$ cat config.mk
export PLATFORM = sky130hd
export DESIGN_NAME = sdc_top
export DESIGN_NICKNAME = d
export VERILOG_FILES = /design/src/rtl/sdc_pkg.sv /design/src/rtl/sdc_desc_if.sv /design/src/rtl/sdc_decode.sv /design/src/rtl/sdc_top.sv
export SDC_FILE = /design/constraint.sdc
export NUM_CORES = 1
export LEC_CHECK = 0
export ABC_AREA = 0
export BUFFER_PORTS_ARGS = -buffer_cell sky130_fd_sc_hd__buf_2
export CORE_MARGIN = 1.5
export CORE_UTILIZATION = 35
export CTS_BUF_LIST = sky130_fd_sc_hd__clkbuf_8
export DETAILED_ROUTE_END_ITERATION = 12
export PLACE_DENSITY = 0.49
export SETUP_SLACK_MARGIN = 0.15
export SLEW_MARGIN = 20
export SYNTH_ARGS = -nofsm -noshare
export SYNTH_HDL_FRONTEND = slang
export SYNTH_SLANG_ARGS = --single-unit
$ cat constraint.sdc
create_clock -name hclk -period 3.6 [get_ports hclk]
set_clock_uncertainty 0.2 [all_clocks]
set_input_delay 0.18 -clock hclk [delete_from_list [all_inputs] [get_ports hclk]]
set_output_delay 0.18 -clock hclk [all_outputs]
set_load 0.005 [all_outputs]
$ cat src/rtl/sdc_pkg.sv
// Purpose: Shared constants for the segment descriptor decode/check block
// Assumes: 32-bit AHB-Lite register bus, word aligned registers
// Notes:   Offsets are byte addresses

`default_nettype none

package sdc_pkg;
  localparam logic [4:0] SDC_OFF_DESC_LO = 5'h00;
  localparam logic [4:0] SDC_OFF_DESC_HI = 5'h04;
  localparam logic [4:0] SDC_OFF_OFFSET  = 5'h08;
  localparam logic [4:0] SDC_OFF_CMD     = 5'h0C;
  localparam logic [4:0] SDC_OFF_STATUS  = 5'h10;
  localparam logic [4:0] SDC_OFF_BASE    = 5'h14;
  localparam logic [4:0] SDC_OFF_LIMIT   = 5'h18;

  // Access rights byte sits in bits 15:8 of the upper word
  localparam int SDC_AR_LSB      = 8;
  localparam int SDC_BIT_ACCESS  = 8;
  localparam int SDC_BIT_PRESENT = 15;
  localparam int SDC_DPL_LSB     = 13;
  localparam int SDC_BIT_S       = 12;
  localparam int SDC_BIT_EXEC    = 11;
  localparam int SDC_BIT_DIRCONF = 10;
  localparam int SDC_BIT_WRRD    = 9;
  localparam int SDC_BIT_BIG     = 22;
  localparam int SDC_BIT_GRAN    = 23;
  localparam int SDC_PAGE_SHIFT  = 12;

  // Command register fields
  localparam int SDC_CMD_CPL_LSB = 4;

  // Status register fields
  localparam int SDC_ST_DONE  = 0;
  localparam int SDC_ST_FAULT = 1;
  localparam int SDC_ST_NP    = 2;
  localparam int SDC_ST_VEC   = 8;
  localparam int SDC_ST_WIDE  = 16;
  localparam int SDC_ST_OP32  = 17;
  localparam int SDC_ST_DPL   = 18;
  localparam int SDC_ST_CODE  = 20;
  localparam int SDC_ST_SYS   = 21;
  localparam int SDC_ST_LEG   = 22;

  localparam logic [7:0]  SDC_VEC_NONE    = 8'h00;
  localparam logic [7:0]  SDC_VEC_NP      = 8'h0B;
  localparam logic [7:0]  SDC_VEC_PROT    = 8'h0D;
  localparam logic [31:0] SDC_TOP_WIDE    = 32'hFFFFFFFF;
  localparam logic [31:0] SDC_TOP_NARROW  = 32'h0000FFFF;
  localparam logic [31:0] SDC_RESET_WORD  = 32'h00000000;

  typedef enum logic [2:0] {
    SDC_K_FETCH,
    SDC_K_READ,
    SDC_K_WRITE,
    SDC_K_LOAD,
    SDC_K_TEST
  } sdc_kind_e;
endpackage : sdc_pkg

`default_nettype wire

$ cat src/rtl/sdc_desc_if.sv
// Purpose: Carries descriptor words and their decoded fields
// Assumes: Decode is purely combinational
// Notes:   Owner drives words, decoder drives fields
`timescale 1ns/1ps
`default_nettype none

interface sdc_desc_if;
  logic [31:0] lo;
  logic [31:0] hi;
  logic [31:0] base;
  logic [31:0] lim_eff;
  logic        present;
  logic [1:0]  descriptor_privilege_level;
  logic        code_data;
  logic        exec;
  logic        dir_conf;
  logic        wr_rd;
  logic        big;
  logic        legacy;
  modport owner (output lo, hi, input base, lim_eff, present, descriptor_privilege_level,
                 code_data, exec, dir_conf, wr_rd, big, legacy);
  modport dec   (input lo, hi, output base, lim_eff, present, descriptor_privilege_level,
                 code_data, exec, dir_conf, wr_rd, big, legacy);
endinterface : sdc_desc_if

`default_nettype wire

$ cat src/rtl/sdc_decode.sv
// Purpose: Field extraction from an 8-byte segment descriptor
// Assumes: lo is the word at +0, hi the word at +4
// Notes:   Combinational only
`timescale 1ns/1ps
`default_nettype none

module sdc_decode (
  sdc_desc_if.dec d
);
  logic [19:0] lim_raw;
  logic        gran;

  always_comb begin
    d.present   = d.hi[sdc_pkg::SDC_BIT_PRESENT];
    d.descriptor_privilege_level       = d.hi[sdc_pkg::SDC_DPL_LSB +: 2];
    d.code_data = d.hi[sdc_pkg::SDC_BIT_S];
    d.exec      = d.hi[sdc_pkg::SDC_BIT_EXEC];
    d.dir_conf  = d.hi[sdc_pkg::SDC_BIT_DIRCONF];
    d.wr_rd     = d.hi[sdc_pkg::SDC_BIT_WRRD];
    d.big       = d.hi[sdc_pkg::SDC_BIT_BIG];
    gran        = d.hi[sdc_pkg::SDC_BIT_GRAN];
    // Old system format: upper half word all zero
    d.legacy    = !d.hi[sdc_pkg::SDC_BIT_S] && (d.hi[31:16] == 16'h0000);
    lim_raw     = {d.hi[19:16], d.lo[15:0]};
    if (d.legacy) begin
      d.base    = {8'h00, d.hi[7:0], d.lo[31:16]};
      d.lim_eff = {16'h0000, d.lo[15:0]};
    end else begin
      d.base    = {d.hi[31:24], d.hi[7:0], d.lo[31:16]};
      // Same scaling whether paging is on or off
      if (gran) begin
        d.lim_eff = {lim_raw, 12'hFFF};
      end else begin
        d.lim_eff = {12'h000, lim_raw};
      end
    end
  end
endmodule : sdc_decode

`default_nettype wire

$ cat src/rtl/sdc_top.sv
// Purpose: Segment descriptor decode and access check, AHB-Lite slave
// Assumes: Single word transfers; software loads descriptor then command
// Notes:   Writing CMD runs one check; result visible next cycle
// Function
// - Build 32-bit base and 20-bit limit from split descriptor fields.
// - Granularity 0 means byte limit; 1 means 4 KB page limit.
// - Granularity handled the same with or without paging.
// - Present bit 7 clear: segment unmapped, base and limit unused.
// - Access to a non-present segment raises not-present, vector 11.
// - Bits 6-5 give descriptor privilege level for privilege checks.
// - Bit 4 set: code or data; clear: system or gate.
// - Bit 3 selects code (1) or data (0).
// - Code reads allowed only when readable bit is set.
// - Writes through a code segment are always refused.
// - Conforming code executes only when current level >= descriptor level.
// - Accessed bit set on segment load or selector test.
// - Code operand-size flag selects 32-bit or 16-bit defaults.
// - Data bit 2: expand up needs offset <= limit, down needs offset > limit.
// - Data writes refused unless writable bit set.
// - Stack big flag picks wide pointer and top, else narrow pointer.
// - Upper 16 bits zero: old system format, 24-bit base, 16-bit limit.
`timescale 1ns/1ps
`default_nettype none

module sdc_top (
  input  wire logic        hclk,
  input  wire logic        hresetn,
  input  wire logic        hsel,
  input  wire logic [31:0] haddr,
  input  wire logic [1:0]  htrans,
  input  wire logic        hwrite,
  input  wire logic [2:0]  hsize,
  input  wire logic [31:0] hwdata,
  input  wire logic        hready,
  output logic      [31:0] hrdata,
  output logic             hreadyout,
  output logic             hresp,
  output logic             access_grant,
  output logic             access_fault
);
  sdc_desc_if dif ();

  logic [31:0] desc_lo_reg;
  logic [31:0] desc_hi_reg;
  logic [31:0] offset_reg;
  logic [31:0] status_reg;
  logic [31:0] base_reg;
  logic [31:0] limit_reg;
  logic [31:0] hrdata_reg;
  logic [4:0]  addr_reg;
  logic        wr_pend_reg;
  logic        rd_wait_reg;
  logic        grant_reg;
  logic        fault_reg;

  logic             cmd_wr;
  sdc_pkg::sdc_kind_e kind;
  logic [1:0]       current_privilege_level;
  logic             is_mem;
  logic             perm_ok;
  logic             lim_ok;
  logic             np;
  logic             fault_next;
  logic [31:0]      top;
  logic [7:0]       vec_next;
  logic             mark_acc;
  logic [31:0]      rd_mux;

  function automatic logic hit(input logic [4:0] a, input logic [4:0] o);
    hit = (a[4:2] == o[4:2]);
  endfunction : hit

  assign dif.lo = desc_lo_reg;
  assign dif.hi = desc_hi_reg;

  sdc_decode u_dec (
    .d (dif)
  );

  // Bus address phase
  logic accept;
  assign accept    = hsel && hready && htrans[1];
  assign hreadyout = !rd_wait_reg;
  assign hresp     = 1'b0;
  assign hrdata    = hrdata_reg;

  // Reads take one wait state so read data comes from a flop
  always_ff @(posedge hclk or negedge hresetn) begin
    if (!hresetn) begin
      addr_reg    <= 5'h00;
      wr_pend_reg <= 1'b0;
      rd_wait_reg <= 1'b0;
    end else begin
      wr_pend_reg <= accept && hwrite;
      rd_wait_reg <= accept && !hwrite;
      if (accept) begin
        addr_reg <= haddr[4:0];
      end
    end
  end

  always_comb begin
    rd_mux = 32'h00000000;
    if (hit(addr_reg, sdc_pkg::SDC_OFF_DESC_LO)) rd_mux = desc_lo_reg;
    if (hit(addr_reg, sdc_pkg::SDC_OFF_DESC_HI)) rd_mux = desc_hi_reg;
    if (hit(addr_reg, sdc_pkg::SDC_OFF_OFFSET))  rd_mux = offset_reg;
    if (hit(addr_reg, sdc_pkg::SDC_OFF_STATUS))  rd_mux = status_reg;
    if (hit(addr_reg, sdc_pkg::SDC_OFF_BASE))    rd_mux = base_reg;
    if (hit(addr_reg, sdc_pkg::SDC_OFF_LIMIT))   rd_mux = limit_reg;
  end

  always_ff @(posedge hclk or negedge hresetn) begin
    if (!hresetn) begin
      hrdata_reg <= sdc_pkg::SDC_RESET_WORD;
    end else if (rd_wait_reg) begin
      hrdata_reg <= rd_mux;
    end
  end

  assign cmd_wr = wr_pend_reg && hit(addr_reg, sdc_pkg::SDC_OFF_CMD);
  assign kind   = sdc_pkg::sdc_kind_e'(hwdata[2:0]);
  assign current_privilege_level    = hwdata[sdc_pkg::SDC_CMD_CPL_LSB +: 2];
  assign is_mem = (kind == sdc_pkg::SDC_K_FETCH) ||
                  (kind == sdc_pkg::SDC_K_READ) ||
                  (kind == sdc_pkg::SDC_K_WRITE);

  // Permission and limit check
  always_comb begin
    perm_ok = 1'b0;
    top     = dif.big ? sdc_pkg::SDC_TOP_WIDE
                      : sdc_pkg::SDC_TOP_NARROW;
    lim_ok  = offset_reg <= dif.lim_eff;
    if (!dif.code_data) begin
      perm_ok = 1'b0;
    end else if (dif.exec) begin
      case (kind)
        sdc_pkg::SDC_K_FETCH: perm_ok = !dif.dir_conf ||
                                        (current_privilege_level >= dif.descriptor_privilege_level);
        sdc_pkg::SDC_K_READ:  perm_ok = dif.wr_rd;
        sdc_pkg::SDC_K_WRITE: perm_ok = 1'b0;
        default:              perm_ok = 1'b0;
      endcase
    end else begin
      case (kind)
        sdc_pkg::SDC_K_READ:  perm_ok = 1'b1;
        sdc_pkg::SDC_K_WRITE: perm_ok = dif.wr_rd;
        default:              perm_ok = 1'b0;
      endcase
      if (dif.dir_conf) begin
        lim_ok = (offset_reg > dif.lim_eff) &&
                 (offset_reg <= top);
      end
    end
  end

  // Not present wins over every other check
  assign np         = is_mem && !dif.present;
  assign fault_next = is_mem && dif.present && !(perm_ok && lim_ok);
  assign vec_next   = np ? sdc_pkg::SDC_VEC_NP :
                      fault_next ? sdc_pkg::SDC_VEC_PROT :
                      sdc_pkg::SDC_VEC_NONE;
  assign mark_acc   = cmd_wr && dif.code_data &&
                      ((kind == sdc_pkg::SDC_K_LOAD) ||
                       (kind == sdc_pkg::SDC_K_TEST));

  // Descriptor and offset registers; hardware set of accessed bit wins
  always_ff @(posedge hclk or negedge hresetn) begin
    if (!hresetn) begin
      desc_lo_reg <= sdc_pkg::SDC_RESET_WORD;
      desc_hi_reg <= sdc_pkg::SDC_RESET_WORD;
      offset_reg  <= sdc_pkg::SDC_RESET_WORD;
    end else begin
      if (wr_pend_reg && hit(addr_reg, sdc_pkg::SDC_OFF_DESC_LO)) begin
        desc_lo_reg <= hwdata;
      end
      if (wr_pend_reg && hit(addr_reg, sdc_pkg::SDC_OFF_DESC_HI)) begin
        desc_hi_reg <= hwdata;
      end
      if (mark_acc) begin
        desc_hi_reg[sdc_pkg::SDC_BIT_ACCESS] <= 1'b1;
      end
      if (wr_pend_reg && hit(addr_reg, sdc_pkg::SDC_OFF_OFFSET)) begin
        offset_reg <= hwdata;
      end
    end
  end

  // Check result; base and limit hidden when not present
  always_ff @(posedge hclk or negedge hresetn) begin
    if (!hresetn) begin
      status_reg <= sdc_pkg::SDC_RESET_WORD;
      base_reg   <= sdc_pkg::SDC_RESET_WORD;
      limit_reg  <= sdc_pkg::SDC_RESET_WORD;
      grant_reg  <= 1'b0;
      fault_reg  <= 1'b0;
    end else if (cmd_wr) begin
      status_reg                               <= 32'h00000000;
      status_reg[sdc_pkg::SDC_ST_DONE]         <= 1'b1;
      status_reg[sdc_pkg::SDC_ST_FAULT]        <= fault_next;
      status_reg[sdc_pkg::SDC_ST_NP]           <= np;
      status_reg[sdc_pkg::SDC_ST_VEC +: 8]     <= vec_next;
      status_reg[sdc_pkg::SDC_ST_WIDE]         <= dif.code_data &&
                                                  !dif.exec && dif.big;
      status_reg[sdc_pkg::SDC_ST_OP32]         <= dif.code_data &&
                                                  dif.exec && dif.big;
      status_reg[sdc_pkg::SDC_ST_DPL +: 2]     <= dif.descriptor_privilege_level;
      status_reg[sdc_pkg::SDC_ST_CODE]         <= dif.code_data &&
                                                  dif.exec;
      status_reg[sdc_pkg::SDC_ST_SYS]          <= !dif.code_data;
      status_reg[sdc_pkg::SDC_ST_LEG]          <= dif.legacy;
      base_reg   <= dif.present ? dif.base : 32'h00000000;
      limit_reg  <= dif.present ? dif.lim_eff : 32'h00000000;
      grant_reg  <= is_mem && !np && !fault_next;
      fault_reg  <= np || fault_next;
    end else begin
      grant_reg <= 1'b0;
      fault_reg <= 1'b0;
    end
  end

  assign access_grant = grant_reg;
  assign access_fault = fault_reg;
endmodule : sdc_top

`default_nettype wire

### Word-level counts from Yosys, hierarchy flattened

Cells that the tools add are included.

| cells by class | value |
|---|---|
| reduce and logical (&&, ||, !) cells | 40 |
| eq/ne operators | 10 |
| $lt $le $gt $ge | 4 |
| muxes and demuxes | 25 |

Operators with widths:

| cell | number |
|---|---|
| $mux W32 | 12 |
| $le A32 B32 Y1 | 2 |
| $gt A32 B32 Y1 | 1 |
| $logic_and A1 B1 Y1 | 22 |
| $logic_not A16 Y1 | 1 |
| $eq A3 B2 Y1 const B | 4 |
| $eq A3 B3 Y1 const B | 4 |
| $logic_not A1 Y1 | 9 |
| $mux W9 | 1 |
| $mux W1 | 8 |
| $mux W4 | 2 |
| $eq A3 B1 Y1 const B | 2 |
| $logic_not A3 Y1 | 2 |
| $logic_or A1 B1 Y1 | 5 |
| $pmux W1 S2 | 2 |
| $ge A2 B2 Y1 | 1 |
| $reduce_bool A2 Y1 | 1 |

| storage, ports and cells | value |
|---|---|
| register bits | 219 |
| logic and storage cells | 92 |
| bits of input ports | 74 |

### Logic depth before layout (Yosys ltp)

Gate-level depths: netlist (run 1).

| depth | value |
|---|---|
| word-level depth | 14 |
| mapped depth | 12 |
| mapped depth without buffers | 9 |

### Hierarchy

Synthesis (run 1) repeated with hierarchy kept, for this count alone.

| second synthesis, totals | value |
|---|---|
| cells, all modules | 1110 |
| area total of the unflattened synthesis | 11393.4 µm² |

By module, submodules not included:

| module | area each (µm²) | cells an instance | seq. area each (µm²) | times used |
|---|---|---|---|---|
| sdc_top | 10826.6 | 1029 | 5280.1 | 1 |
| sdc_decode | 566.8 | 81 | 0.0 | 1 |

### Worst setup path after synthesis (run 1)

No wires, ideal clock.

| timing path | value |
|---|---|
| path type | register -> register |
| start point | register desc_hi_reg[23] |
| end point | register status_reg[11] |
| period minus slack after synthesis | 3055 ps |
| required time | 3282 ps |
| setup slack | 545 ps |
| data arrival time | 2737 ps |
| cell stages (with the launch flop) | 12 |
| cells stage by stage | dfrtp_1 > clkbuf_1 > clkbuf_1 > mux2i_1 > ha_1 > nand4_1 > o21bai_1 > a222oi_1 > a21oi_1 > o211ai_1 > a41oi_2 > a21o_1 |

| between the ends | value |
|---|---|
| cells in the longest elaborated chain, start to end | 13 |
| elaborated cells on any way between the ends | 15 |

RTL lines:

| element | line | text |
|---|---|---|
| start, declared | sdc_top.sv:44 | `logic [31:0] desc_hi_reg;` |
| start signal, assigned | sdc_top.sv:170 | `desc_hi_reg <= sdc_pkg::SDC_RESET_WORD;` |
| start signal, assigned | sdc_top.sv:177 | `desc_hi_reg <= hwdata;` |
| $logic_not A16 Y1 | sdc_decode.sv:23 | `d.legacy = !d.hi[sdc_pkg::SDC_BIT_S] && (d.hi[31:16] == 16'h0000);` |
| $logic_and A1 B1 Y1 | sdc_decode.sv:23 |  |
| $mux W32 (*) | sdc_decode.sv:25 | `if (d.legacy) begin` |
| $gt A32 B32 Y1 | sdc_top.sv:150 | `lim_ok = (offset_reg > dif.lim_eff) &&` |
| $logic_and A1 B1 Y1 | sdc_top.sv:150 |  |
| $mux W1 | sdc_top.sv:149 | `if (dif.dir_conf) begin` |
| $mux W1 | sdc_top.sv:135 | `end else if (dif.exec) begin` |
| $mux W1 (*) | sdc_top.sv:133 | `if (!dif.code_data) begin` |
| $logic_and A1 B1 Y1 (*) | sdc_top.sv:158 | `assign fault_next = is_mem && dif.present && !(perm_ok && lim_ok);` |
| $logic_not A1 Y1 (*) | sdc_top.sv:158 |  |
| $logic_and A1 B1 Y1 (*) | sdc_top.sv:158 |  |
| $mux W4 (*) | sdc_top.sv:160 | `fault_next ? sdc_pkg::SDC_VEC_PROT :` |
| $mux W4 (*) | sdc_top.sv:159 | `assign vec_next = np ? sdc_pkg::SDC_VEC_NP :` |
| end signal, assigned | sdc_top.sv:191 | `status_reg <= sdc_pkg::SDC_RESET_WORD;` |
| end signal, assigned by index | sdc_top.sv:199 | `status_reg[sdc_pkg::SDC_ST_FAULT] <= fault_next;` |
| end signal, assigned by index | sdc_top.sv:200 | `status_reg[sdc_pkg::SDC_ST_NP] <= np;` |
| end, declared | sdc_top.sv:46 | `logic [31:0] status_reg;` |

Every way passes the cells marked *; elsewhere a longest branch is shown, timed or not.
A chain may end at the register's enable or synchronous reset.

### Worst setup path after layout (run 1)

| timing path | value |
|---|---|
| start point | register addr_reg[3] |
| end point | register desc_hi_reg[8] |

| between the ends | value |
|---|---|
| cells in the longest elaborated chain, start to end | 5 |
| elaborated cells on any way between the ends | 8 |

RTL lines:

| element | line | text |
|---|---|---|
| start, declared | sdc_top.sv:50 | `logic [4:0] addr_reg;` |
| start signal, assigned | sdc_top.sv:97 | `addr_reg <= haddr[4:0];` |
| $eq A3 B2 Y1 | sdc_top.sv:70 | `hit = (a[4:2] == o[4:2]);` |
| $logic_and A1 B1 Y1 | sdc_top.sv:120 | `assign cmd_wr = wr_pend_reg && hit(addr_reg, sdc_pkg::SDC_OFF_CMD);` |
| $logic_and A1 B1 Y1 (2 in a row) | sdc_top.sv:162 | `assign mark_acc = cmd_wr && dif.code_data &&` |
| $mux W1 / $reduce_bool A2 Y1 (equally long branches) | - |  |

Parallel ways exist; a longest one is shown, timed or not.

==> results_tabular.tex, run 1 <==
\begin{tabular}{lr}
\hline
Metric & Value \\
\hline
\multicolumn{2}{l}{\textbf{Floorplan}} \\
Die area & 31900 um\^{}2 \\
Die span in y & 179 um \\
Die extent in x & 179 um \\
Top-Level Pins & 110 \\
Core Area & 30400 um\^{}2 \\
Standard-cell rows & between 60 and 70 \\
Initial standard-cell utilization of the core & 35.4\% \\
\multicolumn{2}{l}{\textbf{Placed design}} \\
Final HPWL from detailed placement & 24200 um \\
Port buffer count & 75 \\
Post-place instance area & around 12000 um\^{}2 \\
Last weighted congestion value of the routability-driven placer & between 0.8 and 0.9 \\
Worst slack after detailed placement & 0.460 ns \\
\multicolumn{2}{l}{\textbf{Setup path}} \\
Highest cell delay on the worst timing path & 0.66 ns \\
Critical path data arrival time & approximately 3.5 ns \\
Crit path launch type & flop \\
Kind of capture point of the worst setup path & flop \\
Cell chain of the critical path & nor2b\_4, and2\_2, buf\_4, mux2i\_1, o31ai\_1, dlygate4sd3\_1 \\
Critical Path Fanout Max & 37 \\
Worst r2r path cells & 6 \\
Worst setup path category & flop to flop \\
Critical path's slowest cell & sky130\_fd\_sc\_hd\_\_nor2b\_4 \\
Buffers \& Inverters on Critical Path & 2 \\
Top Family by Delay on Critical Path & buffers and inverters \\
Required time reported for the critical path endpoint & 3.81 ns \\
Number of cells on the critical path & 6 \\
\multicolumn{2}{l}{\textbf{Synthesis}} \\
Area share of the largest cell type after synthesis & 49.0\% \\
Most numerous cell in the Yosys netlist & sky130\_fd\_sc\_hd\_\_dfrtp\_1 \\
Post-synthesis instance area & 10800 um\^{}2 \\
\#FFs+latches synth & 211 \\
Most numerous cell types in the synthesized netlist & sky130\_fd\_sc\_hd\_\_dfrtp\_1 (211), sky130\_fd\_sc\_hd\_\_nand2\_1 (146), sky130\_fd\_sc\_hd\_\_mux2\_2 (110) \\
Post-synth EDFFs & 0 \\
Cell taking the most area after synthesis & sky130\_fd\_sc\_hd\_\_dfrtp\_1 \\
Count of cell types in the netlist & 53 \\
Mean cell area of the mapped netlist & 10.4 um\^{}2 \\
Synthesized net count & 1161 \\
Most area-consuming cells after synthesis & sky130\_fd\_sc\_hd\_\_dfrtp\_1 (49\%), sky130\_fd\_sc\_hd\_\_mux2\_2 (11\%), sky130\_fd\_sc\_hd\_\_ha\_1 (5.8\%) \\
Ys async rst share & between 90\% and 100\% \\
Synth Instances & 1037 \\
Sequential area share after synthesis & 49.0\% \\
Primary flip-flop cell chosen by synthesis mapping & sky130\_fd\_sc\_hd\_\_dfrtp\_1 \\
Yosys Warn Count & 0 \\
\multicolumn{2}{l}{\textbf{Route}} \\
Antenna viol nets, final & 0 \\
Per-cell via count in the routed design & 5.43 \\
Final wirelength & around 35000 um \\
First-pass DRT Iterations & 5 \\
Iter 0 DRT Violations & 621 \\
Via count of the routed design & roughly 8500 \\
Avg WL per Cell & 22.5 um \\
Residual DRC count & 0 \\
\multicolumn{2}{l}{\textbf{STA}} \\
Final worst path period share & between 90\% and 100\% \\
Worst rel slew slack & $\sim$36\% \\
Setup TNS & 0 ns \\
Final hold violation count & 0 \\
Achievable frequency & 305 MHz \\
Time the final worst path needs with I/O delays and setup & 3.27 ns \\
Final max-slew violation count & 0 \\
Final setup violating endpoints & 0 \\
Transition at the pin with the smallest max-transition slack & 0.956 ns \\
Min setup slack post-route & approximately 0.33 ns \\
Setup repair after global routing missed its margin & no \\
\multicolumn{2}{l}{\textbf{CTS}} \\
Clock-pin transition on the worst setup and hold timing paths & roughly 0.06 ns \\
Clock buffer count from CTS & 39 \\
Clk root buf & sky130\_fd\_sc\_hd\_\_clkbuf\_8 \\
Cells resized by post-CTS repair & 0 \\
Clock net sink count & 211 \\
Clock insertion delay at the later pin of the skew report & 0.55 ns \\
Setup Buffers After CTS & 0 \\
Number of H-tree levels & 2 \\
Buffers from clock root to sink, at most & 3 \\
CTS tree & yes \\
\multicolumn{2}{l}{\textbf{Final layout}} \\
Net count reported at finish & 1268 \\
Antenna Cells & 0 \\
Signed area change from the synthesized netlist to the final layout & 18.2\% \\
Design Area, Final & 12700 um\^{}2 \\
Fraction of final layout cells sized beyond drive strength 1 & 23.4\% \\
\multicolumn{2}{l}{\textbf{Global route}} \\
Maximum number of pins on one net before global-route repair & 107 \\
Total routing usage reported by global routing & 22.9\% \\
Initial antenna violation count & 1 \\
Wire length of the first global-routing pass & around 54000 um \\
GRT Residual Overflow & 0 \\
Number of global-route vias before repair & 8441 \\
\multicolumn{2}{l}{\textbf{Outcome}} \\
Run status & finished clean \\
\multicolumn{2}{l}{\textbf{Pwr}} \\
Power density over the cells & 664 nW/um\^{}2 \\
Worst-case vdd ir drop & 0.241 mV \\
Static Leakage & 5.79 nW \\
\multicolumn{2}{l}{\textbf{Worst hold path}} \\
Tightest Hold Check Type & input port to async pin \\
\multicolumn{2}{l}{\textbf{Run}} \\
Number of max-cap violations & 0 \\
\hline
\end{tabular}
-- routing by layer --
metal  up-vias  part of all wire (%)  track usage (%)
li1       3973                     -                -
met1      4198                    49             35.0
met2       274                    43             33.2
met3        51                   6.1             3.52
met4         0                   1.9             6.15
met5         -                     0                0
-- worst paths after layout --
check | start | endpoint | slack, ns
hold / removal | hresetn | limit_reg[5] | 0.1
hold reg to reg | limit_reg[16] | limit_reg[16] | 0.28
max in group asynchronous | hresetn | base_reg[8] | 2.19
min in group hclk | haddr[3] | addr_reg[3] | 0.20
setup / recovery | addr_reg[3] | desc_hi_reg[8] | 0.33
setup reg to reg | addr_reg[3] | desc_hi_reg[8] | 0.33
-- layout by cell type (no fill, tap or decap), types with 31 or more instances in the layout --
| master | count |
|---|---|
| sky130_fd_sc_hd__dlygate4sd3_1 | 41 |
| sky130_fd_sc_hd__ha_1 | 50 |
| sky130_fd_sc_hd__dfrtp_1 | 208 |
| sky130_fd_sc_hd__inv_1 | 40 |
| sky130_fd_sc_hd__nor2_1 | 43 |
| sky130_fd_sc_hd__o21ai_0 | 87 |
| sky130_fd_sc_hd__mux2_2 | 110 |
| sky130_fd_sc_hd__mux2i_1 | 31 |
| sky130_fd_sc_hd__nand2_1 | 146 |
| sky130_fd_sc_hd__buf_2 | 74 |
| sky130_fd_sc_hd__clkbuf_8 | 46 |
| sky130_fd_sc_hd__a21oi_1 | 56 |
-- cells by family after synthesis --
group | synth area share, %
compound gates | 16.2
mux | 14.5
simple gates | 10.8
other cells | 0.0348
fa+ha+maj | 5.80
flops | 49.0
buf+inv | 3.74
-- where the power goes --
part	switching, W	leakage [nW]	internal (W)	total (W)
registers	0.000692	2.78	0.00291	0.00361
clock network	0.000998	0.437	0.00123	0.00222
logic	0.00152	2.57	0.00111	0.00263
-- per-stage QoR --
step	std cells	utilization (%)	hold WS (ns)	power, W
2_1_floorplan	1037	-	-0.316	0.00502
3_3_place_gp	1458	38.1	0.103	0.00615
3_5_place_dp	1458	38.1	0.101	0.00621
4_1_cts	1565	41.9	0.110	0.00852
5_1_grt	1565	41.9	0.178	0.00901
6_report	1565	41.9	0.0999	0.00846
-- repair_timing --
| item | 4_1_cts | 5_1_grt |
|---|---|---|
| endpoints found under the hold margin | 206 | 0 |
| endpoints found under the setup margin | 0 | 0 |
| hold buffers | 41 | 0 |
-- final cells by class --
| cell class | instances | area (um^2) |
|---|---|---|
| clock buffer | 46 | 633 |
| clock inverter | 20 | 113 |
| fill | 3003 | 17700 |
| inverter | 25 | 93.8 |
| multi-input combinational | 727 | 5130 |
| sequential | 211 | 5280 |
| tap | 396 | 495 |
| timing repair buffer | 140 | 1000 |
(Power assumes the default switching activity.)
==> run 2: changes to the inputs <==
Settings changed: ABC_AREA 0 to 1, ABC_CLOCK_PERIOD_IN_PS from default to 3600.
==> run 2 against run 1 <==
Synthesized cell count is 14% higher; critical path depth is 8 higher; combinational power is 8.7% lower; first-iteration DRC count is 11% higher; hold slack worse by 0.050 ns; final cell count is 9.5% higher; clock power hardly changed; utilization is 0.58 points higher; cell area is 4.9% lower; clock-buffer cell count is 3 higher; die area is 6.1% lower; critical endpoint is now status_reg[10]; largest cell class unchanged.
==> results_tabular.tex, run 2 <==
\begin{tabular}{lr}
\hline
Metric & Value \\
\hline
\multicolumn{2}{l}{\textbf{Synthesis}} \\
Most area-consuming cells after synthesis & sky130\_fd\_sc\_hd\_\_dfrtp\_1 (52\%), sky130\_fd\_sc\_hd\_\_nand2\_1 (9.9\%), sky130\_fd\_sc\_hd\_\_o21ai\_0 (8.9\%) \\
Yosys Warn Count & 0 (unchanged) \\
Cell taking the most area after synthesis & sky130\_fd\_sc\_hd\_\_dfrtp\_1 \\
Post-synth EDFFs & 0 (unchanged) \\
Ys async rst share & 100\% (unchanged) \\
Most numerous cell types in the synthesized netlist & sky130\_fd\_sc\_hd\_\_nand2\_1 (266), sky130\_fd\_sc\_hd\_\_dfrtp\_1 (211), sky130\_fd\_sc\_hd\_\_o21ai\_0 (180) \\
Count of cell types in the netlist & 33 (-38\%) \\
Area share of the largest cell type after synthesis & 52.2\% (+3.2 points) \\
\#FFs+latches synth & 211 (unchanged) \\
Synthesized net count & 1308 (+13\%) \\
Sequential area share after synthesis & 52.2\% (+3.2 points) \\
Post-synthesis instance area & 10100 um\^{}2 (-6.2\%) \\
Most numerous cell in the Yosys netlist & sky130\_fd\_sc\_hd\_\_nand2\_1 \\
Synth Instances & 1184 (+14\%) \\
Primary flip-flop cell chosen by synthesis mapping & sky130\_fd\_sc\_hd\_\_dfrtp\_1 \\
Mean cell area of the mapped netlist & 8.55 um\^{}2 (-18\%) \\
\multicolumn{2}{l}{\textbf{Route}} \\
Final wirelength & 33500 um (-4.9\%) \\
Iter 0 DRT Violations & 691 (+11\%) \\
Avg WL per Cell & 19.6 um (-13\%) \\
First-pass DRT Iterations & 5 (unchanged) \\
Per-cell via count in the routed design & 5.11 (-5.8\%) \\
Antenna viol nets, final & 0 (unchanged) \\
Residual DRC count & 0 (unchanged) \\
Via count of the routed design & 8766 (+3.2\%) \\
\multicolumn{2}{l}{\textbf{Setup path}} \\
Worst setup path category & flop to flop \\
R2R Setup Slk & 0.63 ns (+0.30 ns) \\
Critical path endpoint & status\_reg[10] \\
Crit path from & desc\_hi\_reg[23] \\
Capturing point of the worst reg2reg path & status\_reg[10] \\
Critical Path Fanout Max & 30 (-19\%) \\
Kind of capture point of the worst setup path & flop \\
Worst r2r path cells & 14 (+8) \\
Critical path data arrival time & 3.19 ns (-0.29 ns) \\
Crit path launch type & flop \\
Required time reported for the critical path endpoint & 3.81 ns (about the same) \\
Worst R2R Start & desc\_hi\_reg[23] \\
\multicolumn{2}{l}{\textbf{Floorplan}} \\
Die span in y & 173 um (-3.1\%) \\
Die extent in x & 173 um (-3.1\%) \\
Initial standard-cell utilization of the core & 35.5\% (about the same) \\
Die area & 29900 um\^{}2 (-6.1\%) \\
Top-Level Pins & 110 (unchanged) \\
Standard-cell rows & 62 (-3.1\%) \\
Core Area & 28500 um\^{}2 (-6.2\%) \\
\multicolumn{2}{l}{\textbf{STA}} \\
Final setup violating endpoints & 0 (unchanged) \\
Setup repair after global routing missed its margin & no \\
Time the final worst path needs with I/O delays and setup & 2.97 ns (-0.299 ns) \\
Min setup slack post-route & 0.625 ns (+0.299 ns) \\
Worst rel slew slack & 38.2\% (+2.0 points) \\
Setup TNS & 0 ns (unchanged) \\
Final hold violation count & 0 (unchanged) \\
Final max-slew violation count & 0 (unchanged) \\
Final worst path period share & 82.6\% (-8.3 points) \\
Transition at the pin with the smallest max-transition slack & 0.925 ns (-0.0304 ns) \\
Achievable frequency & 336 MHz (+10\%) \\
\multicolumn{2}{l}{\textbf{Global route}} \\
GRT Residual Overflow & 0 (unchanged) \\
Wire length of the first global-routing pass & 51800 um (-3.8\%) \\
Maximum number of pins on one net before global-route repair & 113 (+5.6\%) \\
Total routing usage reported by global routing & 22.7\% (-0.19 points) \\
Number of global-route vias before repair & 8573 (+1.6\%) \\
Initial antenna violation count & 0 (-1) \\
\multicolumn{2}{l}{\textbf{CTS}} \\
Cells resized by post-CTS repair & 0 (unchanged) \\
Clk root buf & sky130\_fd\_sc\_hd\_\_clkbuf\_8 \\
Buffers from clock root to sink, at most & 3 (unchanged) \\
Clock-pin transition on the worst setup and hold timing paths & 0.06 ns (about the same) \\
Clock buffer count from CTS & 40 (+2.6\%) \\
CTS tree & yes \\
Number of H-tree levels & 2 (unchanged) \\
Clock net sink count & 211 (unchanged) \\
Clock insertion delay at the later pin of the skew report & 0.54 ns (about the same) \\
\multicolumn{2}{l}{\textbf{Final layout}} \\
Design Area, Final & 12100 um\^{}2 (-4.9\%) \\
Fraction of final layout cells sized beyond drive strength 1 & 12.4\% (-11 points) \\
Most common cell after layout, fill and taps aside & sky130\_fd\_sc\_hd\_\_nand2\_1 \\
Most used cells in the layout excluding fill and tap cells & sky130\_fd\_sc\_hd\_\_nand2\_1 (264), sky130\_fd\_sc\_hd\_\_dfrtp\_1 (211), sky130\_fd\_sc\_hd\_\_o21ai\_0 (180) \\
Fill cells & 3013 (+0.33\%) \\
Antenna Cells & 0 (unchanged) \\
Net count reported at finish & 1429 (+13\%) \\
Signed area change from the synthesized netlist to the final layout & 19.8\% \\
\multicolumn{2}{l}{\textbf{Placed design}} \\
Last weighted congestion value of the routability-driven placer & 0.930 (+7.3\%) \\
Final HPWL from detailed placement & 23600 um (-2.7\%) \\
Worst slack after detailed placement & 0.684 ns (+0.224 ns) \\
Post-place instance area & 10900 um\^{}2 (-5.7\%) \\
Port buffer count & 75 (unchanged) \\
\multicolumn{2}{l}{\textbf{Pwr}} \\
Total power draw & 0.00823 W (-2.7\%) \\
Static Leakage & 6.43 nW (+11\%) \\
Sw power & 0.00302 W (-6.1\%) \\
Clock share of power & 26.9\% (+0.6 points) \\
Share of total power in sequential cells & 44.0\% (+1.4 points) \\
Int Power & 0.00522 W (-0.60\%) \\
Worst-case vdd ir drop & 0.235 mV (-2.2\%) \\
Power density over the cells & 679 nW/um\^{}2 (+2.3\%) \\
Combinational group share of total power & 29.1\% (-2.0 points) \\
Switching Share & 36.6\% (-1.3 points) \\
\multicolumn{2}{l}{\textbf{Worst hold path}} \\
Tightest Hold Check Type & input port to async pin \\
\multicolumn{2}{l}{\textbf{Outcome}} \\
Run status & finished clean \\
\multicolumn{2}{l}{\textbf{Run}} \\
Number of max-cap violations & 0 (unchanged) \\
\hline
\end{tabular}
[run 2: changes by cell type after synthesis, sizes merged, moves of 31 or more]
cell	before	now
inv	25	140
nand2	146	267
mux2i	31	0
o22ai	2	37
mux2	111	0
o21ai	90	219
[run 2: what timing repair did]
item,4_1_cts,5_1_grt
hold buffers,42,0
endpoints found under the hold margin,316,0
buffers inserted,0,0
[run 2: area by class of cell]
| cell class | count | area, um^2 | area share, % |
|---|---|---|---|
| tap | 384 | 480 | 3.96 |
| timing repair buffer | 141 | 1020 | 8.38 |
| multi-input combinational | 771 | 4070 | 33.6 |
| sequential | 211 | 5280 | 43.6 |
| inverter | 140 | 526 | 4.33 |
| clock buffer | 49 | 674 | 5.56 |
| clock inverter | 18 | 76.3 | 0.630 |
[run 2: kinds of logic (layout without fill, tap and decap cells)]
group / after synthesis / after routing / share of synthesized area (%)
and+or+nand+nor: 363 / 363 / 14.4
AOI/OAI and AO/OA: 357 / 357 / 19.5
DFF: 211 / 211 / 52.2
buffers and inverters: 202 / 348 / 7.71
adders and majority gates: 50 / 50 / 6.18
other: 1 / 1 / 0.0371
[run 2: power groups by stage]
stage | Combinational [W] | Clock [W] | Sequential [W]
2_1_floorplan | 0.00158 | 0 | 0.00343
3_3_place_gp | 0.00231 | 0 | 0.00364
3_5_place_dp | 0.00235 | 0 | 0.00365
4_1_cts | 0.00240 | 0.00228 | 0.00362
5_1_grt | 0.00277 | 0.00239 | 0.00370
6_report | 0.00240 | 0.00221 | 0.00363
[run 2: how the worst min path moves through the flow]
stage	slack (ns)	start	cells after the start	end
after floorplan	-0.32	hresetn	0	access_fault
after global placement	-0.05	hresetn	1	hrdata[7]
after detailed placement	-0.06	hresetn	1	hrdata[5]
after CTS	0.03	hresetn	3	hrdata[5]
after global routing	0.06	hresetn	3	hrdata[7]
final	0.05	hresetn	3	hrdata[5]
[run 2: layer usage]
layer,track usage [%],wire (um),part of all wire (%),vias to the layer above
li1,-,-,-,4224
met1,34.4,16700,50,4197
met2,31.8,13600,41,282
met3,4.60,2190,6.5,63
met4,7.90,1010,3.0,0
met5,0,0,0,-
[run 2: per-stage QoR]
| stage | hold WS (ns) | cells | utilization, % |
|---|---|---|---|
| floorplan | -0.316 | 1184 | - |
| CTS | 0.0323 | 1714 | 42.5 |
| detailed placement | -0.0564 | 1605 | 38.3 |
| global route | 0.0559 | 1714 | 42.5 |
| finish | 0.0502 | 1714 | 42.5 |
| global placement | -0.0524 | 1605 | 38.3 |
[run 2: critical path, stage by stage (launching register included)]
cell	delay [ns]
sky130_fd_sc_hd__dfrtp_1	0.34
sky130_fd_sc_hd__buf_4	0.33
sky130_fd_sc_hd__buf_4	0.26
sky130_fd_sc_hd__nor2_1	0.06
sky130_fd_sc_hd__a21oi_1	0.20
sky130_fd_sc_hd__ha_1	0.15
sky130_fd_sc_hd__nand2_1	0.06
sky130_fd_sc_hd__nor4_1	0.43
sky130_fd_sc_hd__nand3b_1	0.19
sky130_fd_sc_hd__nand2_1	0.10
sky130_fd_sc_hd__nand2_1	0.05
sky130_fd_sc_hd__nand3_1	0.06
sky130_fd_sc_hd__nand2_1	0.13
sky130_fd_sc_hd__nand2_1	0.17
sky130_fd_sc_hd__o21ai_0	0.11
==> run 3: changes to the inputs <==
Settings changed: ABC_CLOCK_PERIOD_IN_PS 3600 to 3100.
Clock period 3.6 ns to 3.1 ns, I/O delays scaled along.
==> run 3 against run 2 <==
Register-to-register slack got worse by 0.30 ns; clock power increased by 16%; critical path depth decreased by 7; die area unchanged; flip-flop and latch count unchanged; sequential share of layout area decreased by 0.46 points; critical path type unchanged; critical endpoint is now hrdata[20]; highest routed layer is now met5.
==> results_tabular.tex, run 3 (synthesized netlist as in run 2, its figures left out) <==
\begin{tabular}{lr}
\hline
Metric & Value \\
\hline
\multicolumn{2}{l}{\textbf{Setup path}} \\
Crit path launch type & flop \\
Required time reported for the critical path endpoint & 3.29 ns (-0.52 ns) \\
Buffers \& Inverters on Critical Path & 3 (+1) \\
Capturing point of the worst reg2reg path & hrdata[20] \\
Worst R2R Start & addr\_reg[4] \\
Critical path data arrival time & 2.96 ns (-0.23 ns) \\
Critical Path Most Common Cell & sky130\_fd\_sc\_hd\_\_buf\_4 \\
Critical path's slowest cell & sky130\_fd\_sc\_hd\_\_a2111oi\_0 \\
Top Family by Delay on Critical Path & compound AO/OA/AOI/OAI gates \\
R2R Setup Slk & 0.33 ns (-0.30 ns) \\
Highest cell delay on the worst timing path & 0.88 ns (+0.45 ns) \\
Kind of capture point of the worst setup path & flop \\
Worst r2r path cells & 7 (-7) \\
Cell chain of the critical path & inv\_2, nand2\_1, buf\_4, o22ai\_1, a2111oi\_0, buf\_4, a31oi\_1 \\
Critical Path Fanout Max & 20 (-33\%) \\
Worst setup path category & flop to flop \\
\multicolumn{2}{l}{\textbf{CTS}} \\
Clk root buf & sky130\_fd\_sc\_hd\_\_clkbuf\_8 \\
Number of H-tree levels & 2 (unchanged) \\
Clock buffer count from CTS & 38 (-5.0\%) \\
Clock insertion delay at the later pin of the skew report & 0.53 ns (about the same) \\
CTS tree & yes \\
Buffers from clock root to sink, at most & 3 (unchanged) \\
Clock net sink count & 211 (unchanged) \\
Clock-pin transition on the worst setup and hold timing paths & 0.06 ns (about the same) \\
\multicolumn{2}{l}{\textbf{STA}} \\
Final worst path period share & 89.4\% (+6.8 points) \\
Setup repair after global routing missed its margin & no \\
Setup TNS & 0 ns (unchanged) \\
Achievable frequency & 361 MHz (+7.3\%) \\
Time the final worst path needs with I/O delays and setup & 2.77 ns (-0.203 ns) \\
Final hold violation count & 0 (unchanged) \\
Final max-slew violation count & 0 (unchanged) \\
Transition at the pin with the smallest max-transition slack & 1.10 ns (+0.178 ns) \\
Final setup violating endpoints & 0 (unchanged) \\
Worst rel slew slack & 24.6\% (-14 points) \\
\multicolumn{2}{l}{\textbf{Pwr}} \\
Static Leakage & 6.50 nW (+1.0\%) \\
Worst-case vdd ir drop & 0.347 mV (+47\%) \\
Switching Share & 36.6\% (about the same) \\
Power density over the cells & 789 nW/um\^{}2 (+16\%) \\
Clock share of power & 26.6\% (-0.3 points) \\
Combinational group share of total power & 29.8\% (+0.7 points) \\
Int Power & 0.00613 W (+17\%) \\
Share of total power in sequential cells & 43.6\% (-0.4 points) \\
Sw power & 0.00354 W (+17\%) \\
\multicolumn{2}{l}{\textbf{Floorplan}} \\
Initial standard-cell utilization of the core & 35.5\% (unchanged) \\
Die span in y & 173 um (unchanged) \\
Core Area & 28500 um\^{}2 (unchanged) \\
Die extent in x & 173 um (unchanged) \\
Die area & 29900 um\^{}2 (unchanged) \\
Top-Level Pins & 110 (unchanged) \\
Standard-cell rows & 62 (unchanged) \\
\multicolumn{2}{l}{\textbf{Global route}} \\
Wire length of the first global-routing pass & 52500 um (+1.4\%) \\
Number of global-route vias before repair & 8347 (-2.6\%) \\
Total routing usage reported by global routing & 23.1\% (+0.42 points) \\
GRT Residual Overflow & 0 (unchanged) \\
Maximum number of pins on one net before global-route repair & 87 (-23\%) \\
Initial antenna violation count & 1 (+1) \\
\multicolumn{2}{l}{\textbf{Route}} \\
Final wirelength & 34100 um (+1.9\%) \\
Iter 0 DRT Violations & 791 (+14\%) \\
Per-cell via count in the routed design & 5.11 (-0.15\%) \\
Antenna viol nets, final & 0 (unchanged) \\
Via count of the routed design & 8799 (+0.38\%) \\
Residual DRC count & 0 (unchanged) \\
Avg WL per Cell & 19.8 um (+1.3\%) \\
First-pass DRT Iterations & 8 (+3) \\
\multicolumn{2}{l}{\textbf{Placed design}} \\
Last weighted congestion value of the routability-driven placer & 0.939 (+0.91\%) \\
Post-place instance area & 11100 um\^{}2 (+1.5\%) \\
Final HPWL from detailed placement & 24700 um (+4.9\%) \\
Port buffer count & 75 (unchanged) \\
\multicolumn{2}{l}{\textbf{Final layout}} \\
Signed area change from the synthesized netlist to the final layout & 21.1\% \\
Antenna Cells & 0 (unchanged) \\
Most common cell after layout, fill and taps aside & sky130\_fd\_sc\_hd\_\_nand2\_1 \\
Most used cells in the layout excluding fill and tap cells & sky130\_fd\_sc\_hd\_\_nand2\_1 (264), sky130\_fd\_sc\_hd\_\_dfrtp\_1 (211), sky130\_fd\_sc\_hd\_\_o21ai\_0 (180) \\
Fraction of final layout cells sized beyond drive strength 1 & 13.4\% (+1.0 points) \\
Net count reported at finish & 1442 (+0.91\%) \\
Design Area, Final & 12300 um\^{}2 (+1.1\%) \\
\multicolumn{2}{l}{\textbf{Run}} \\
Number of max-cap violations & 0 (unchanged) \\
\multicolumn{2}{l}{\textbf{Outcome}} \\
Run status & finished clean \\
\multicolumn{2}{l}{\textbf{Worst hold path}} \\
Tightest Hold Check Type & input port to async pin \\
\hline
\end{tabular}
-- run 3: area by class of cell --
cell class / count / area [um^2]
clock buffer: 43 / 592
clock inverter: 18 / 128
fill: 2984 / 16300
inverter: 140 / 529
multi-input combinational: 771 / 4080
sequential: 211 / 5280
tap: 384 / 480
timing repair buffer: 156 / 1170
-- run 3: power by group through the flow --
stage | logic [W] | registers [W] | clock network [W]
finish | 0.00288 | 0.00422 | 0.00257
global route | 0.00331 | 0.00431 | 0.00277
CTS | 0.00285 | 0.00421 | 0.00263
detailed placement | 0.00281 | 0.00425 | 0
global placement | 0.00275 | 0.00424 | 0
floorplan | 0.00184 | 0.00398 | 0
-- run 3: how the worst max path moves through the flow --
stage	endpoint	slack, ns	start	depth (start not counted)
2_1_floorplan	status_reg[10]	0.62	desc_hi_reg[23]	15
3_3_place_gp	status_reg[1]	0.42	desc_hi_reg[23]	15
3_5_place_dp	status_reg[1]	0.41	desc_hi_reg[23]	15
4_1_cts	status_reg[1]	0.40	desc_hi_reg[23]	15
5_1_grt	status_reg[1]	0.18	desc_hi_reg[22]	14
6_report	hrdata[20]	0.33	addr_reg[4]	7
-- run 3: layer usage --
layer / global-route usage, % / up-vias / routed length (um)
met5: 0 / - / 13
met4: 6.34 / 2 / 731
met3: 3.36 / 43 / 1960
met2: 32.5 / 274 / 14300
met1: 36.5 / 4234 / 17200
li1: - / 4246 / -
-- run 3: worst reg2reg max path, stage by stage (launching register included) --
cell and delay [ns]:
sky130_fd_sc_hd__dfrtp_1 0.55, sky130_fd_sc_hd__inv_2 0.13, sky130_fd_sc_hd__nand2_1 0.14, sky130_fd_sc_hd__buf_4 0.32, sky130_fd_sc_hd__o22ai_1 0.13, sky130_fd_sc_hd__a2111oi_0 0.88, sky130_fd_sc_hd__buf_4 0.24, sky130_fd_sc_hd__a31oi_1 0.06
-- run 3: what timing repair did --
item / CTS / global route
resized for setup: 0 / 2
setup buffers: 0 / 4
endpoints found under the setup margin: 0 / 1
hold buffers: 40 / 0
endpoints found under the hold margin: 233 / 0
-- run 3: metrics by stage --
step,total power (W),worst slack (ns),hold slack (ns),std cells,utilization [%]
3_3_place_gp,0.00699,0.421,0.0363,1618,38.9
4_1_cts,0.00969,0.398,0.0783,1719,42.8
2_1_floorplan,0.00582,0.618,-0.341,1184,-
5_1_grt,0.0104,0.182,0.104,1723,42.9
3_5_place_dp,0.00706,0.410,0.0327,1618,38.9
6_report,0.00967,0.328,0.0500,1723,42.9
